$ cat config.mk
export PLATFORM = sky130hd
export DESIGN_NAME = kb_link_device
export DESIGN_NICKNAME = d
export VERILOG_FILES = /design/src/rtl/kb_link_pkg.sv /design/src/rtl/kb_sync2.sv /design/src/rtl/kb_link_device.sv
export VERILOG_INCLUDE_DIRS = /design/src /design/src/rtl
export SDC_FILE = /design/constraint.sdc
export NUM_CORES = 1
export LEC_CHECK = 0
export CAP_MARGIN = 40
export CORE_AREA = 3 3 149 151
export CTS_BUF_LIST = sky130_fd_sc_hd__clkbuf_4
export DETAILED_ROUTE_END_ITERATION = 7
export DIE_AREA = 0 0 152 154
export DONT_BUFFER_PORTS = 1
export SLEW_MARGIN = 20
export SYNTH_ARGS = -nofsm -noshare
export SYNTH_HDL_FRONTEND = slang
export SYNTH_HIERARCHICAL = 1
export SYNTH_SLANG_ARGS = --single-unit
$ cat constraint.sdc
create_clock -name i_clk -period 7.3 [get_ports i_clk]
set_input_delay 1.095 -clock i_clk [delete_from_list [all_inputs] [get_ports i_clk]]
set_output_delay 1.095 -clock i_clk [all_outputs]
set_load 0.005 [all_outputs]
$ cat src/rtl/kb_link_defs.svh
// Purpose: constants for the keyboard serial link device
// Assumes: included by bare name before the package and the modules
// Notes: times kept in their own units, cycle counts derived in the module
// Summary of operation
// RULE1: Idle link: clock floats high, keyboard leaves data high; both lines open drain.
// RULE2: Host pulling clock low inhibits keyboard transmission.
// RULE3: Keyboard drives the clock itself while sending a byte.
// RULE4: Frame is start 0, eight data bits LSB first, odd parity, stop 1.
// RULE5: Clock low before sending keeps the pending byte queued.
// RULE6: Data low with clock high is a host request; keyboard receives instead.
// RULE7: Transmission starts only with both clock and data high.
// RULE8: Clock pulled low before parity aborts, requeues and releases; later frames finish.
// RULE9: Lines stay released during the power-on self-test.
// RULE10: Reset command acks, waits for a long high pulse, then self-tests.
// RULE11: Resend repeats last output, skipping a resend request of its own.
// RULE12: Set-default acks, restores rate and delay, keeps scan enable.
// RULE13: Default-disable is set-default but stops scanning.
// RULE14: Enable acks, flushes output buffer and typematic key, starts scanning.
// RULE15: Rate parameter: bit7 zero, delay bits 6:5, delay is (field+1)*250 ms.
// RULE16: Repeat period is (8+A)*2^B units, 30.0 down to 2.0 per second.
// RULE17: Rate command awaits parameter; a new command replaces it and scanning stays off.
// RULE18: Read-ID acks, stops scanning, sends two identification bytes.
// RULE19: Scan-set command flushes, takes option 01, 02 or 00, acks and reports set.
// RULE20: Command replacing scan-set option keeps current set; flush already done.
// RULE21: Echo command is answered with the echo byte; scanning continues.
// RULE22: Indicator option: bit0 scroll, bit1 numeric, any combination.
// RULE23: Every valid input except echo and resend gets an ack; aborted ack is dropped.
// RULE24: Invalid byte or bad parity is answered with a resend request.
// RULE25: Indicator command acks twice; a replacing command leaves indicators alone.
// RULE26: Host samples keyboard bits on falling clock and checks start, parity, stop.
`ifndef KB_LINK_DEFS_SVH
`define KB_LINK_DEFS_SVH
`define KB_CLK_NS 4
`define KB_TX_HALF_NS 40000
`define KB_RST_PULSE_MS 500
`define KB_DELAY_UNIT_MS 250
`define KB_BYTE_ACK 8'hFA
`define KB_BYTE_NAK 8'hFE
`define KB_BYTE_ECHO 8'hEE
`define KB_BYTE_ST_PASS 8'hAA
`define KB_BYTE_ST_FAIL 8'hFC
`define KB_CMD_RESET 8'hFF
`define KB_CMD_RESEND 8'hFE
`define KB_CMD_DEFAULTS 8'hF6
`define KB_CMD_DEF_DISABLE 8'hF5
`define KB_CMD_ENABLE 8'hF4
`define KB_CMD_RATE 8'hF3
`define KB_CMD_READ_ID 8'hF2
`define KB_CMD_SCAN_SET 8'hF0
`define KB_CMD_ECHO 8'hEE
`define KB_CMD_LEDS 8'hED
`define KB_SET_QUERY 8'h00
`define KB_SET_ONE 8'h01
`define KB_SET_TWO 8'h02
`define KB_DEF_RATE 5'h0B
`define KB_DEF_DELAY 2'h1
`define KB_OFF_CTRL 4'h0
`define KB_OFF_STATUS 4'h4
`define KB_OFF_KEY 4'h8
`define KB_OFF_TYPEM 4'hC
`define KB_CTRL_PASS 0
`define KB_CTRL_FAIL 1
`define KB_STS_SELFTEST 0
`define KB_STS_SCAN_EN 1
`define KB_STS_SCAN_ACT 2
`define KB_STS_RST_MODE 3
`define KB_STS_WAIT_PARAM 4
`define KB_STS_KEY_PEND 5
`define KB_STS_SET2 6
`define KB_STS_LED_LSB 8
`define KB_TYP_MS_LSB 8
`define KB_TYP_PER_LSB 24
`endif

$ cat src/rtl/kb_link_pkg.sv
// Purpose: types shared by the keyboard link device
// Assumes: nothing
// Notes: state codes left to the tools
package kb_link_pkg;
	typedef enum {LINK_IDLE, LINK_TX, LINK_RX} link_state_type;
	typedef enum {CMD_IDLE, CMD_WAIT_RATE, CMD_WAIT_SET, CMD_WAIT_LED} cmd_state_type;
endpackage

$ cat src/rtl/kb_sync2.sv
// Purpose: two-flop synchroniser for the link pins
// Assumes: inputs asynchronous to i_clk
// Notes: first stage feeds only the second
`timescale 1ns/1ns
module kb_sync2 #(
	parameter int unsigned WIDTH = 2
) (
	input wire logic i_clk,
	input wire logic i_nrst,
	input wire logic [WIDTH-1:0] i_async,
	output logic [WIDTH-1:0] o_sync
);
	logic [WIDTH-1:0] meta;

	// Idle lines float high, so reset to high
	always_ff @(posedge i_clk or negedge i_nrst) begin
		if (!i_nrst) begin
			meta <= '1;
			o_sync <= '1;
		end else begin
			meta <= i_async;
			o_sync <= meta;
		end
	end
endmodule

$ cat src/rtl/kb_link_device.sv
// Purpose: keyboard side of the two-wire link with inbound command handler
// Assumes: TX_HALF_CYCLES above 4; host clocks inbound frames itself
// Notes: one pending key byte slot, fed over Avalon-MM
`timescale 1ns/1ns
`include "kb_link_defs.svh"
module kb_link_device
	import kb_link_pkg::*;
#(
	parameter int unsigned TX_HALF_CYCLES = `KB_TX_HALF_NS / `KB_CLK_NS,
	parameter int unsigned RST_PULSE_CYCLES = `KB_RST_PULSE_MS * 1000000 / `KB_CLK_NS,
	// Identification bytes: values arbitrary
	parameter logic [7:0] ID_FIRST = 8'h5A,
	parameter logic [7:0] ID_SECOND = 8'h3C
) (
	input wire logic i_clk,
	input wire logic i_nrst,
	input wire logic [3:0] i_avs_address,
	input wire logic i_avs_read,
	input wire logic i_avs_write,
	input wire logic [31:0] i_avs_writedata,
	input wire logic [3:0] i_avs_byteenable,
	output logic [31:0] o_avs_readdata,
	output logic o_avs_waitrequest,
	input wire logic i_kbd_clk,
	output logic o_kbd_clk_out,
	output logic o_kbd_clk_oe,
	input wire logic i_kbd_data,
	output logic o_kbd_data_out,
	output logic o_kbd_data_oe,
	output logic o_scan_active,
	output logic o_flush,
	output logic [2:0] o_leds,
	output logic o_scan_set2,
	output logic [9:0] o_typematic_delay_ms,
	output logic [7:0] o_typematic_period
);
	localparam logic [15:0] HALF_M1 = 16'(TX_HALF_CYCLES - 1);
	localparam logic [27:0] RST_M1 = 28'(RST_PULSE_CYCLES - 1);

	wire [1:0] line_s;
	wire clk_s = line_s[1];
	wire dat_s = line_s[0];
	logic clk_d;

	link_state_type link_st;
	logic [3:0] bit_idx;
	logic tx_phase;
	logic [15:0] hc;
	logic [7:0] tx_byte;
	logic tx_from_resp;
	logic [10:0] rx_sh;
	logic tx_done;
	logic tx_abort;
	logic rx_done;

	cmd_state_type cmd_st;
	logic [7:0] resp [0:2];
	logic [1:0] resp_cnt;
	logic [7:0] last_tx;
	logic [7:0] key_byte;
	logic key_valid;
	logic scan_en;
	logic st_run;
	logic reset_mode;
	logic [27:0] rst_cnt;
	logic id_hold;
	logic [4:0] rate;
	logic [1:0] delay;
	logic rd_ready;
	logic set2_q;
	logic tx_phase_d;

	kb_sync2 #(
		.WIDTH(2)
	) u_sync (
		.i_clk(i_clk),
		.i_nrst(i_nrst),
		.i_async({i_kbd_clk, i_kbd_data}),
		.o_sync(line_s)
	);

	wire fall = clk_d & ~clk_s;
	// RULE4 frame layout
	wire [10:0] tx_frame = {1'b1, ~^tx_byte, tx_byte, 1'b0};
	wire [7:0] rx_byte = rx_sh[8:1];
	wire rx_ok = ~rx_sh[0] & rx_sh[10] & (^rx_sh[9:1]);
	wire have_resp = resp_cnt != 2'd0;
	wire scan_act = scan_en && cmd_st == CMD_IDLE && !id_hold && !st_run && !reset_mode;
	wire tx_req = have_resp || (key_valid && scan_act);
	wire [7:0] tx_src = have_resp ? resp[0] : key_byte;
	// RULE2 RULE5 clock held low keeps the byte queued
	wire tx_start = link_st == LINK_IDLE && tx_req && clk_s && dat_s && hc == HALF_M1
		&& !st_run;
	wire valid_cmd = rx_byte == `KB_CMD_LEDS || rx_byte == `KB_CMD_ECHO
		|| rx_byte == `KB_CMD_SCAN_SET || rx_byte >= `KB_CMD_READ_ID;
	wire rx_new = rx_done && !st_run;

	// RULE1 open drain: only ever pull low
	assign o_kbd_clk_out = 1'b0;
	assign o_kbd_data_out = 1'b0;
	// RULE3 keyboard times its own bits
	assign o_kbd_clk_oe = link_st == LINK_TX && tx_phase;
	assign o_kbd_data_oe = link_st == LINK_TX && !tx_frame[bit_idx];
	assign o_scan_active = scan_act;
	assign o_scan_set2 = set2_q;
	// RULE15 delay in milliseconds
	assign o_typematic_delay_ms = 10'((11'(delay) + 11'd1) * 11'(`KB_DELAY_UNIT_MS));
	// RULE16 period in units of 8.34/2 ms
	assign o_typematic_period = 8'(4'd8 + 4'(rate[2:0])) << rate[4:3];

	always_ff @(posedge i_clk or negedge i_nrst) begin
		if (!i_nrst) begin
			link_st <= LINK_IDLE;
			clk_d <= 1'b1;
			bit_idx <= 4'h0;
			tx_phase <= 1'b0;
			hc <= 16'h0000;
			tx_byte <= 8'h00;
			tx_from_resp <= 1'b0;
			rx_sh <= 11'h000;
			tx_done <= 1'b0;
			tx_abort <= 1'b0;
			rx_done <= 1'b0;
		end else begin
			clk_d <= clk_s;
			tx_done <= 1'b0;
			tx_abort <= 1'b0;
			rx_done <= 1'b0;
			unique case (link_st)
				LINK_IDLE: begin
					bit_idx <= 4'h0;
					tx_phase <= 1'b0;
					// Both lines must stay high for a half bit before we talk
					if (!(clk_s && dat_s)) begin
						hc <= 16'h0000;
					end else if (hc != HALF_M1) begin
						hc <= hc + 16'h0001;
					end
					// RULE9 self-test ignores and leaves the lines
					if (st_run) begin
						hc <= 16'h0000;
					// RULE6 host request to send wins over our pending byte
					end else if (clk_s && !dat_s) begin
						link_st <= LINK_RX;
						hc <= 16'h0000;
					// RULE7 start only with both lines high
					end else if (tx_start) begin
						link_st <= LINK_TX;
						tx_byte <= tx_src;
						tx_from_resp <= have_resp;
						hc <= 16'h0000;
					end
				end
				LINK_TX: begin
					hc <= hc + 16'h0001;
					// RULE8 watch clock while released; skip sync lag after release
					if (!tx_phase && hc > 16'h0003 && !clk_s && bit_idx <= 4'h9) begin
						link_st <= LINK_IDLE;
						tx_abort <= 1'b1;
						hc <= 16'h0000;
					end else if (hc == HALF_M1) begin
						hc <= 16'h0000;
						tx_phase <= !tx_phase;
						if (tx_phase) begin
							if (bit_idx == 4'hA) begin
								link_st <= LINK_IDLE;
								tx_done <= 1'b1;
							end else begin
								bit_idx <= bit_idx + 4'h1;
							end
						end
					end
				end
				LINK_RX: begin
					hc <= hc + 16'h0001;
					if (fall) begin
						hc <= 16'h0000;
						rx_sh[bit_idx] <= dat_s;
						if (bit_idx == 4'hA) begin
							link_st <= LINK_IDLE;
							rx_done <= 1'b1;
						end else begin
							bit_idx <= bit_idx + 4'h1;
						end
					end else if (hc == HALF_M1) begin
						// Host stopped clocking: drop the partial frame
						link_st <= LINK_IDLE;
						hc <= 16'h0000;
					end
				end
			endcase
		end
	end

	wire acc = i_avs_write && !o_avs_waitrequest && i_avs_byteenable[0];
	wire key_wr = acc && i_avs_address == `KB_OFF_KEY;
	wire ctrl_wr = acc && i_avs_address == `KB_OFF_CTRL;

	always_ff @(posedge i_clk or negedge i_nrst) begin
		if (!i_nrst) begin
			cmd_st <= CMD_IDLE;
			resp[0] <= 8'h00;
			resp[1] <= 8'h00;
			resp[2] <= 8'h00;
			resp_cnt <= 2'd0;
			last_tx <= 8'h00;
			key_byte <= 8'h00;
			key_valid <= 1'b0;
			scan_en <= 1'b0;
			st_run <= 1'b1;
			reset_mode <= 1'b0;
			rst_cnt <= 28'h000_0000;
			id_hold <= 1'b0;
			rate <= `KB_DEF_RATE;
			delay <= `KB_DEF_DELAY;
			o_leds <= 3'h0;
			set2_q <= 1'b0;
			o_flush <= 1'b0;
		end else begin
			o_flush <= 1'b0;
			// RULE23 an interrupted ack is not retried
			if ((tx_done || (tx_abort && tx_byte == `KB_BYTE_ACK)) && tx_from_resp) begin
				resp[0] <= resp[1];
				resp[1] <= resp[2];
				resp_cnt <= resp_cnt - 2'd1;
			end
			// RULE5 key byte leaves the slot once fully sent or when flushed; an abort keeps it
			if (tx_done && !tx_from_resp) begin
				key_valid <= 1'b0;
			end
			// RULE11 never remember our own resend request
			if (tx_done && tx_byte != `KB_BYTE_NAK) begin
				last_tx <= tx_byte;
			end
			// RULE18 scanning resumes once both ID bytes are out
			if (id_hold && !have_resp && link_st != LINK_TX) begin
				id_hold <= 1'b0;
			end
			if (key_wr) begin
				key_byte <= i_avs_writedata[7:0];
				key_valid <= 1'b1;
			end
			if (ctrl_wr && st_run
				&& (i_avs_writedata[`KB_CTRL_PASS] || i_avs_writedata[`KB_CTRL_FAIL])) begin
				st_run <= 1'b0;
				scan_en <= !i_avs_writedata[`KB_CTRL_FAIL];
				resp[0] <= i_avs_writedata[`KB_CTRL_FAIL] ? `KB_BYTE_ST_FAIL : `KB_BYTE_ST_PASS;
				resp_cnt <= 2'd1;
			end
			// RULE10 wait for the ack to go, then a long high pulse
			if (reset_mode && !have_resp && link_st == LINK_IDLE) begin
				if (!(clk_s && dat_s)) begin
					rst_cnt <= 28'h000_0000;
				end else if (rst_cnt == RST_M1) begin
					reset_mode <= 1'b0;
					st_run <= 1'b1;
					scan_en <= 1'b0;
					rate <= `KB_DEF_RATE;
					delay <= `KB_DEF_DELAY;
					o_leds <= 3'h0;
					set2_q <= 1'b0;
					key_valid <= 1'b0;
				end else begin
					rst_cnt <= rst_cnt + 28'h000_0001;
				end
			end
			if (rx_new) begin
				resp[0] <= `KB_BYTE_ACK;
				resp_cnt <= 2'd1;
				// RULE24 bad parity or framing
				if (!rx_ok) begin
					resp[0] <= `KB_BYTE_NAK;
				// RULE15 parameter accepted
				end else if (cmd_st == CMD_WAIT_RATE && !rx_byte[7]) begin
					delay <= rx_byte[6:5];
					rate <= rx_byte[4:0];
					cmd_st <= CMD_IDLE;
				// RULE19 option 00 queries, 01 and 02 select
				end else if (cmd_st == CMD_WAIT_SET && rx_byte <= `KB_SET_TWO) begin
					if (rx_byte != `KB_SET_QUERY) begin
						set2_q <= rx_byte == `KB_SET_TWO;
					end
					resp[1] <= (rx_byte == `KB_SET_QUERY ? set2_q : rx_byte == `KB_SET_TWO)
						? `KB_SET_TWO : `KB_SET_ONE;
					resp_cnt <= 2'd2;
					cmd_st <= CMD_IDLE;
				// RULE22 bit0 scroll, bit1 numeric, bit2 caps
				end else if (cmd_st == CMD_WAIT_LED && rx_byte[7:3] == 5'h00) begin
					o_leds <= rx_byte[2:0];
					cmd_st <= CMD_IDLE;
				end else if (valid_cmd) begin
					// RULE20 a replaced parameter leaves settings alone
					cmd_st <= CMD_IDLE;
					reset_mode <= 1'b0;
					// RULE17 replaced rate command leaves scanning off
					if (cmd_st == CMD_WAIT_RATE) begin
						scan_en <= 1'b0;
					end
					case (rx_byte)
						`KB_CMD_RESET: begin
							reset_mode <= 1'b1;
							rst_cnt <= 28'h000_0000;
						end
						`KB_CMD_RESEND: begin
							resp[0] <= last_tx;
						end
						// RULE12 defaults keep scan enable
						`KB_CMD_DEFAULTS: begin
							rate <= `KB_DEF_RATE;
							delay <= `KB_DEF_DELAY;
						end
						// RULE13 defaults and stop
						`KB_CMD_DEF_DISABLE: begin
							rate <= `KB_DEF_RATE;
							delay <= `KB_DEF_DELAY;
							scan_en <= 1'b0;
						end
						// RULE14 flush and enable
						`KB_CMD_ENABLE: begin
							o_flush <= 1'b1;
							key_valid <= 1'b0;
							scan_en <= 1'b1;
						end
						`KB_CMD_RATE: begin
							cmd_st <= CMD_WAIT_RATE;
						end
						// RULE18 ack then both ID bytes
						`KB_CMD_READ_ID: begin
							resp[1] <= ID_FIRST;
							resp[2] <= ID_SECOND;
							resp_cnt <= 2'd3;
							id_hold <= 1'b1;
						end
						`KB_CMD_SCAN_SET: begin
							o_flush <= 1'b1;
							key_valid <= 1'b0;
							cmd_st <= CMD_WAIT_SET;
						end
						// RULE21 echo without ack
						`KB_CMD_ECHO: begin
							resp[0] <= `KB_BYTE_ECHO;
						end
						// RULE25 ack, then wait for the option byte
						`KB_CMD_LEDS: begin
							cmd_st <= CMD_WAIT_LED;
						end
						default: begin
						end
					endcase
				end else begin
					resp[0] <= `KB_BYTE_NAK;
				end
			end
		end
	end

	// Reads take one wait cycle so read data comes from a flop
	assign o_avs_waitrequest = (i_avs_read && !rd_ready)
		|| (i_avs_write && i_avs_address == `KB_OFF_KEY && key_valid);

	logic [31:0] next_readdata;

	always_comb begin
		next_readdata = 32'h0000_0000;
		case (i_avs_address)
			`KB_OFF_CTRL: begin
				next_readdata[`KB_STS_SELFTEST] = st_run;
			end
			`KB_OFF_STATUS: begin
				next_readdata[`KB_STS_SELFTEST] = st_run;
				next_readdata[`KB_STS_SCAN_EN] = scan_en;
				next_readdata[`KB_STS_SCAN_ACT] = scan_act;
				next_readdata[`KB_STS_RST_MODE] = reset_mode;
				next_readdata[`KB_STS_WAIT_PARAM] = cmd_st != CMD_IDLE;
				next_readdata[`KB_STS_KEY_PEND] = key_valid;
				next_readdata[`KB_STS_SET2] = set2_q;
				next_readdata[`KB_STS_LED_LSB +: 3] = o_leds;
			end
			`KB_OFF_KEY: begin
				next_readdata[7:0] = key_byte;
			end
			`KB_OFF_TYPEM: begin
				next_readdata[6:0] = {delay, rate};
				next_readdata[`KB_TYP_MS_LSB +: 10] = o_typematic_delay_ms;
				next_readdata[`KB_TYP_PER_LSB +: 8] = o_typematic_period;
			end
			default: begin
			end
		endcase
	end

	always_ff @(posedge i_clk or negedge i_nrst) begin
		if (!i_nrst) begin
			rd_ready <= 1'b0;
			o_avs_readdata <= 32'h0000_0000;
		end else begin
			rd_ready <= i_avs_read && !rd_ready;
			if (i_avs_read && !rd_ready) begin
				o_avs_readdata <= next_readdata;
			end
		end
	end

	logic [3:0] clk_pulls;

	always_ff @(posedge i_clk or negedge i_nrst) begin
		if (!i_nrst) begin
			clk_pulls <= 4'h0;
		end else if (tx_start) begin
			clk_pulls <= 4'h0;
		end else if (o_kbd_clk_oe && !tx_phase_d) begin
			clk_pulls <= clk_pulls + 4'h1;
		end
	end

	always_ff @(posedge i_clk or negedge i_nrst) begin
		if (!i_nrst) begin
			tx_phase_d <= 1'b0;
		end else begin
			tx_phase_d <= o_kbd_clk_oe;
		end
	end
endmodule

### Word-level counts from Yosys, hierarchy flattened

Index checks and enable logic that the tools add are counted.

* bits in registers: 220
* bits of input ports: 46
* logic and storage cells: 356

* add/subtract/negate cells: 6
* multipliers: 1
* order comparisons: 6
* equality and inequality tests: 37
* shifts and indexed selects: 1
* muxes and demuxes: 179
* bitwise operators: 10
* reductions and logical operators: 83

Operators with widths (number)
* $mux W32: 13
* $mux W28: 10
* $mux W16: 12
* $eq A32 B2 Y1 const B: 3
* $logic_not A32 Y1: 3
* $pmux W32 S3: 1
* $eq A8 B8 Y1 const B: 11
* $mux W1: 75
* $mux W24: 3
* $eq A32 B3 Y1 const B: 2
* $mux W8: 8
* $mux W5: 10
* $pmux W16 S3: 1
* $mux W2: 20
* $logic_and A1 B1 Y1: 39
* $eq A32 B1 Y1 const B: 1
* $ne A32 B2 Y1 const B: 1
* $reduce_bool A32 Y1: 1
* $add A28 B1 Y28 const B: 1
* $eq A28 B27 Y1 const B: 1
* $mux W3: 8
* $mux W4: 5
* $pmux W6 S3: 1
* $add A16 B1 Y16 const B: 1
* other kinds (50): 92

### Logic depth before layout (Yosys ltp)

* depth after elaboration: 22
* depth in mapped cells: 11
* mapped depth without buffers: 8

### By module

The synthesis kept the hierarchy.

Modules (own cells, without submodules)
* kb_link_device: instances 1, cells each 914, area each 9315.2 µm², seq. area each 4636.9 µm²
* kb_sync2: instances 1, cells each 4, area each 105.1 µm², seq. area each 105.1 µm²

### Least setup slack after synthesis

OpenSTA, ideal clock, no wires.

* path type: reg2out
* start point: register delay[0]
* end point: output port o_typematic_delay_ms[8]
* data arrival time: 2052 ps
* path slack: 4153 ps
* cell stages (with the launch flop): 7
* cells stage by stage: dfstp_2 inv_1 ha_1 xnor2_1 ha_1 fa_1 xnor2_1

* word-level cells in the longest chain between the ends: 2

Ends and longest elaborated chain
* start, declared: RTL line kb_link_device.sv:68 `logic [1:0] delay;`
* start signal, assigned: RTL line kb_link_device.sv:215 `` delay <= `KB_DEF_DELAY; ``
* start signal, assigned: RTL line kb_link_device.sv:259 `` delay <= `KB_DEF_DELAY; ``
* start signal, assigned: RTL line kb_link_device.sv:275 `delay <= rx_byte[6:5];`
* $add A2 B1 Y3: RTL line kb_link_device.sv:107 `` assign o_typematic_delay_ms = 10'((11'(delay) + 11'd1) * 11'(`KB_DELAY_UNIT_MS)); ``
* $mul A3 B7 Y9: RTL line kb_link_device.sv:107
* end, declared: RTL line kb_link_device.sv:34 `output logic [9:0] o_typematic_delay_ms,`

Every way passes these cells.

### Final worst setup path

Ends and elaborated chain as after synthesis.

==> metrics.txt <==
CTS tree yes; Power Total 1.87 mW; GRT Total Usage 18.0%; skew final 32.1 ps; Max Cap Viol 0; met1 WL 9970 microns; Clock Sinks 189; Initial Utilization 45.0%; Placer Congestion 0.857; Setup TNS 0 ps; CP endpoint kind primary output; Slew Viols, Final 0; post-CTS setup-driven buffer insertion count 0; Max VDD drop 0.217 mV; Max-slew headroom 45.7%; Hold-fix buffers, CTS 0; register bit total from synthesis 189; Initial DRC Count 440; critical-path maximum fanout 7; Storage cell area 0.00474 sq mm; worst slew pin tran 812 ps; status completed; I/O Pins 107; Worst-path clk slew 170 ps; power density over the cells 186 mW/mm^2; core area 0.0210 sq mm; Final Hold Vio Count 0; Synth Flop Type dfrtp_1; # resized after CTS 0; worst reg-to-reg setup slack 3600 ps; synthesis-to-layout area growth 6.68%; H-tree levels 4; post-layout min period 4010 ps; multi-input logic area 0.00445 sq mm; synthesized area 0.00942 sq mm; initial antenna violation count 1; Finished Core Util 48.0%; metal3 WL 900 microns; pin count of the biggest net entering global routing 190; die area 0.0234 sq mm; first-pass GRT wire length 34,900 microns; final worst setup slack 3290 ps; nets@finish 1,022; Hold WC Path Type input pin to asynchronous set/reset pin; fill count 1,995; Yosys cell types 73; top sig layer met4; DRT Pass-1 Iters 5; cells after synthesis 918; ys async rst share 100%; RSZ-0062 raised after global routing false; Clk Latency, worst-skew pair 580 ps; fin crit share 54.9%; drt via density 5.44; fmax 249 MHz; Vias 6,687; layout cells sized above 1 9.86%; Startpoint Class register; Die H 154 microns; row cnt 53; vias in the first global route 6,581; static leakage 4.44 nW; wire length on met2 9440 microns; Setup-failing EPs final 0; sequential-to-total area share from yosys stat 50.3%; cts bufs inserted 17; Worst R2R Path Depth 8; clk root buf clkbuf_4; Detailed Place HPWL 14,500 microns; Die W 152 microns; critical path required time 6200 ps; Post-route DRC 0; synthesized area per cell 10.3 sq um; clk buf depth 2; EDFF count, synth 0; Final ANT Viol Nets 0; WP data arrival 2920 ps; critical path type register to primary output; Avg WL per Cell 16.7 microns; Port Buffers 0; Yosys Warn Count 6; grt ovf 0; pre-CTS setup slack 3600 ps; reg2reg start rx_sh[8]; final wirelength 20,500 microns; worst r2r dst rst_cnt[20]
critical path: stages (launching register included):
cell	delay, ps
dfstp_2	640
inv_1	150
ha_1	390
xnor2_1	160
ha_1	280
fa_1	420
xnor2_1	310
synthesized netlist by cell type (all sizes together) (4+ instances only):
cell / number / area (sq um)
a21oi: 33 / 165
a22o: 6 / 52.6
a22oi: 8 / 60.1
a2bb2oi: 5 / 43.8
a31oi: 4 / 25.0
and2: 5 / 31.3
and3: 21 / 131
and4: 5 / 43.8
buf: 20 / 155
clkbuf: 22 / 82.6
dfrtp: 179 / 4480
dfstp: 10 / 263
ha: 34 / 425
inv: 37 / 139
mux2: 30 / 338
mux2i: 16 / 160
nand2: 103 / 387
nand2b: 11 / 68.8
nand3: 43 / 215
nand4: 19 / 119
nor2: 69 / 259
nor2b: 11 / 68.8
nor3: 17 / 85.1
nor4: 21 / 144
nor4b: 6 / 52.6
o21ai: 49 / 245
o22ai: 8 / 63.8
o2bb2ai: 8 / 70.1
o31ai: 8 / 60.1
o41ai: 4 / 42.6
or2: 5 / 31.3
or3: 8 / 50.1
xnor2: 14 / 123
xor2: 31 / 272
worst max-delay path by stage:
stage	start	endpoint	cells past startpoint
floorplan	delay[0]	o_typematic_delay_ms[8]	6
global placement	rx_sh[8]	rst_cnt[0]	8
detailed placement	rx_sh[8]	rst_cnt[0]	8
CTS	delay[0]	o_typematic_delay_ms[8]	6
global route	delay[0]	o_typematic_delay_ms[8]	6
finish	delay[0]	o_typematic_delay_ms[8]	6
cell usage in the layout (no fill, tap or decap), types with 3 or more instances in the layout:
cell,count
clkbuf_4,18
or2_2,5
a2bb2oi_1,5
mux2i_1,16
or3_1,8
o21bai_1,3
nand2_1,103
conb_1,41
mux2_2,30
a211oi_1,3
and3_1,21
nand3_1,43
dfstp_2,10
xnor2_1,14
nor2_1,69
buf_4,3
dfrtp_1,179
bufinv_16,4
and2_1,4
and4_1,5
nor3_1,17
ha_1,34
o21ai_0,48
o31ai_1,8
xor2_1,31
nor2b_1,11
a22o_1,6
o22ai_1,7
nand4_1,19
nor4_1,19
o211ai_1,3
inv_6,4
o41ai_1,3
a31oi_1,4
inv_1,37
nand2b_1,11
nor4b_1,6
o2bb2ai_1,8
a21oi_1,33
a22oi_1,8
where the power goes:
part	total, mW	switching (mW)	internal [mW]	leakage [nW]
logic	0.0977	0.0556	0.0421	1.78
registers	1.12	0.0297	1.09	2.48
clock network	0.660	0.376	0.284	0.179
flip-flops by register name, indices dropped and copies added, names as in the netlist, 2 cells and up:
register	count
last_tx	8
o_avs_readdata	25
cmd_st	2
hc	16
rx_sh	11
resp	17
rst_cnt	28
delay	2
bit_idx	4
rate	5
u_sync/meta	2
key_byte	8
tx_byte	8
resp_cnt	2
u_sync/o_sync	2
link_st	32
o_leds	3
cell families (layout without fill, tap and decap cells):
logic type | after synthesis | count (layout) | synth area share (%)
and+or+nand+nor | 357 | 357 | 19.2
DFF | 189 | 189 | 50.3
AOI/OAI and AO/OA | 162 | 162 | 11.5
buffers and inverters | 80 | 75 | 4.04
muxes | 47 | 47 | 5.53
xor gates and xnor gates | 46 | 46 | 4.42
adders and majority gates | 36 | 36 | 4.94
other | 1 | 42 | 0.0398
final cells by class:
type                       instances  area share (%)
sequential                       189            47.2
multi-input combinational        689            44.3
tap                              275            3.42
clock inverter                    14            2.02
inverter                          38            1.42
clock buffer                      18            1.34
timing repair buffer               5           0.324
antenna                            1          0.0249
per-layer routing:
metal	up-vias	GRT usage (%)
met5	-	0
met4	0	3.51
met3	14	4.53
met2	141	28.3
met1	3282	25.7
li1	3250	-
metrics by stage:
step	hold slack [ps]	area (sq um)	cells
global route	91.2	10000	1229
floorplan	345	9570	958
finish	174	10000	1229
detailed placement	351	9700	1195
CTS	128	10000	1227
global placement	352	9700	1194
No activity file was read; power rests on OpenSTA's default activity.
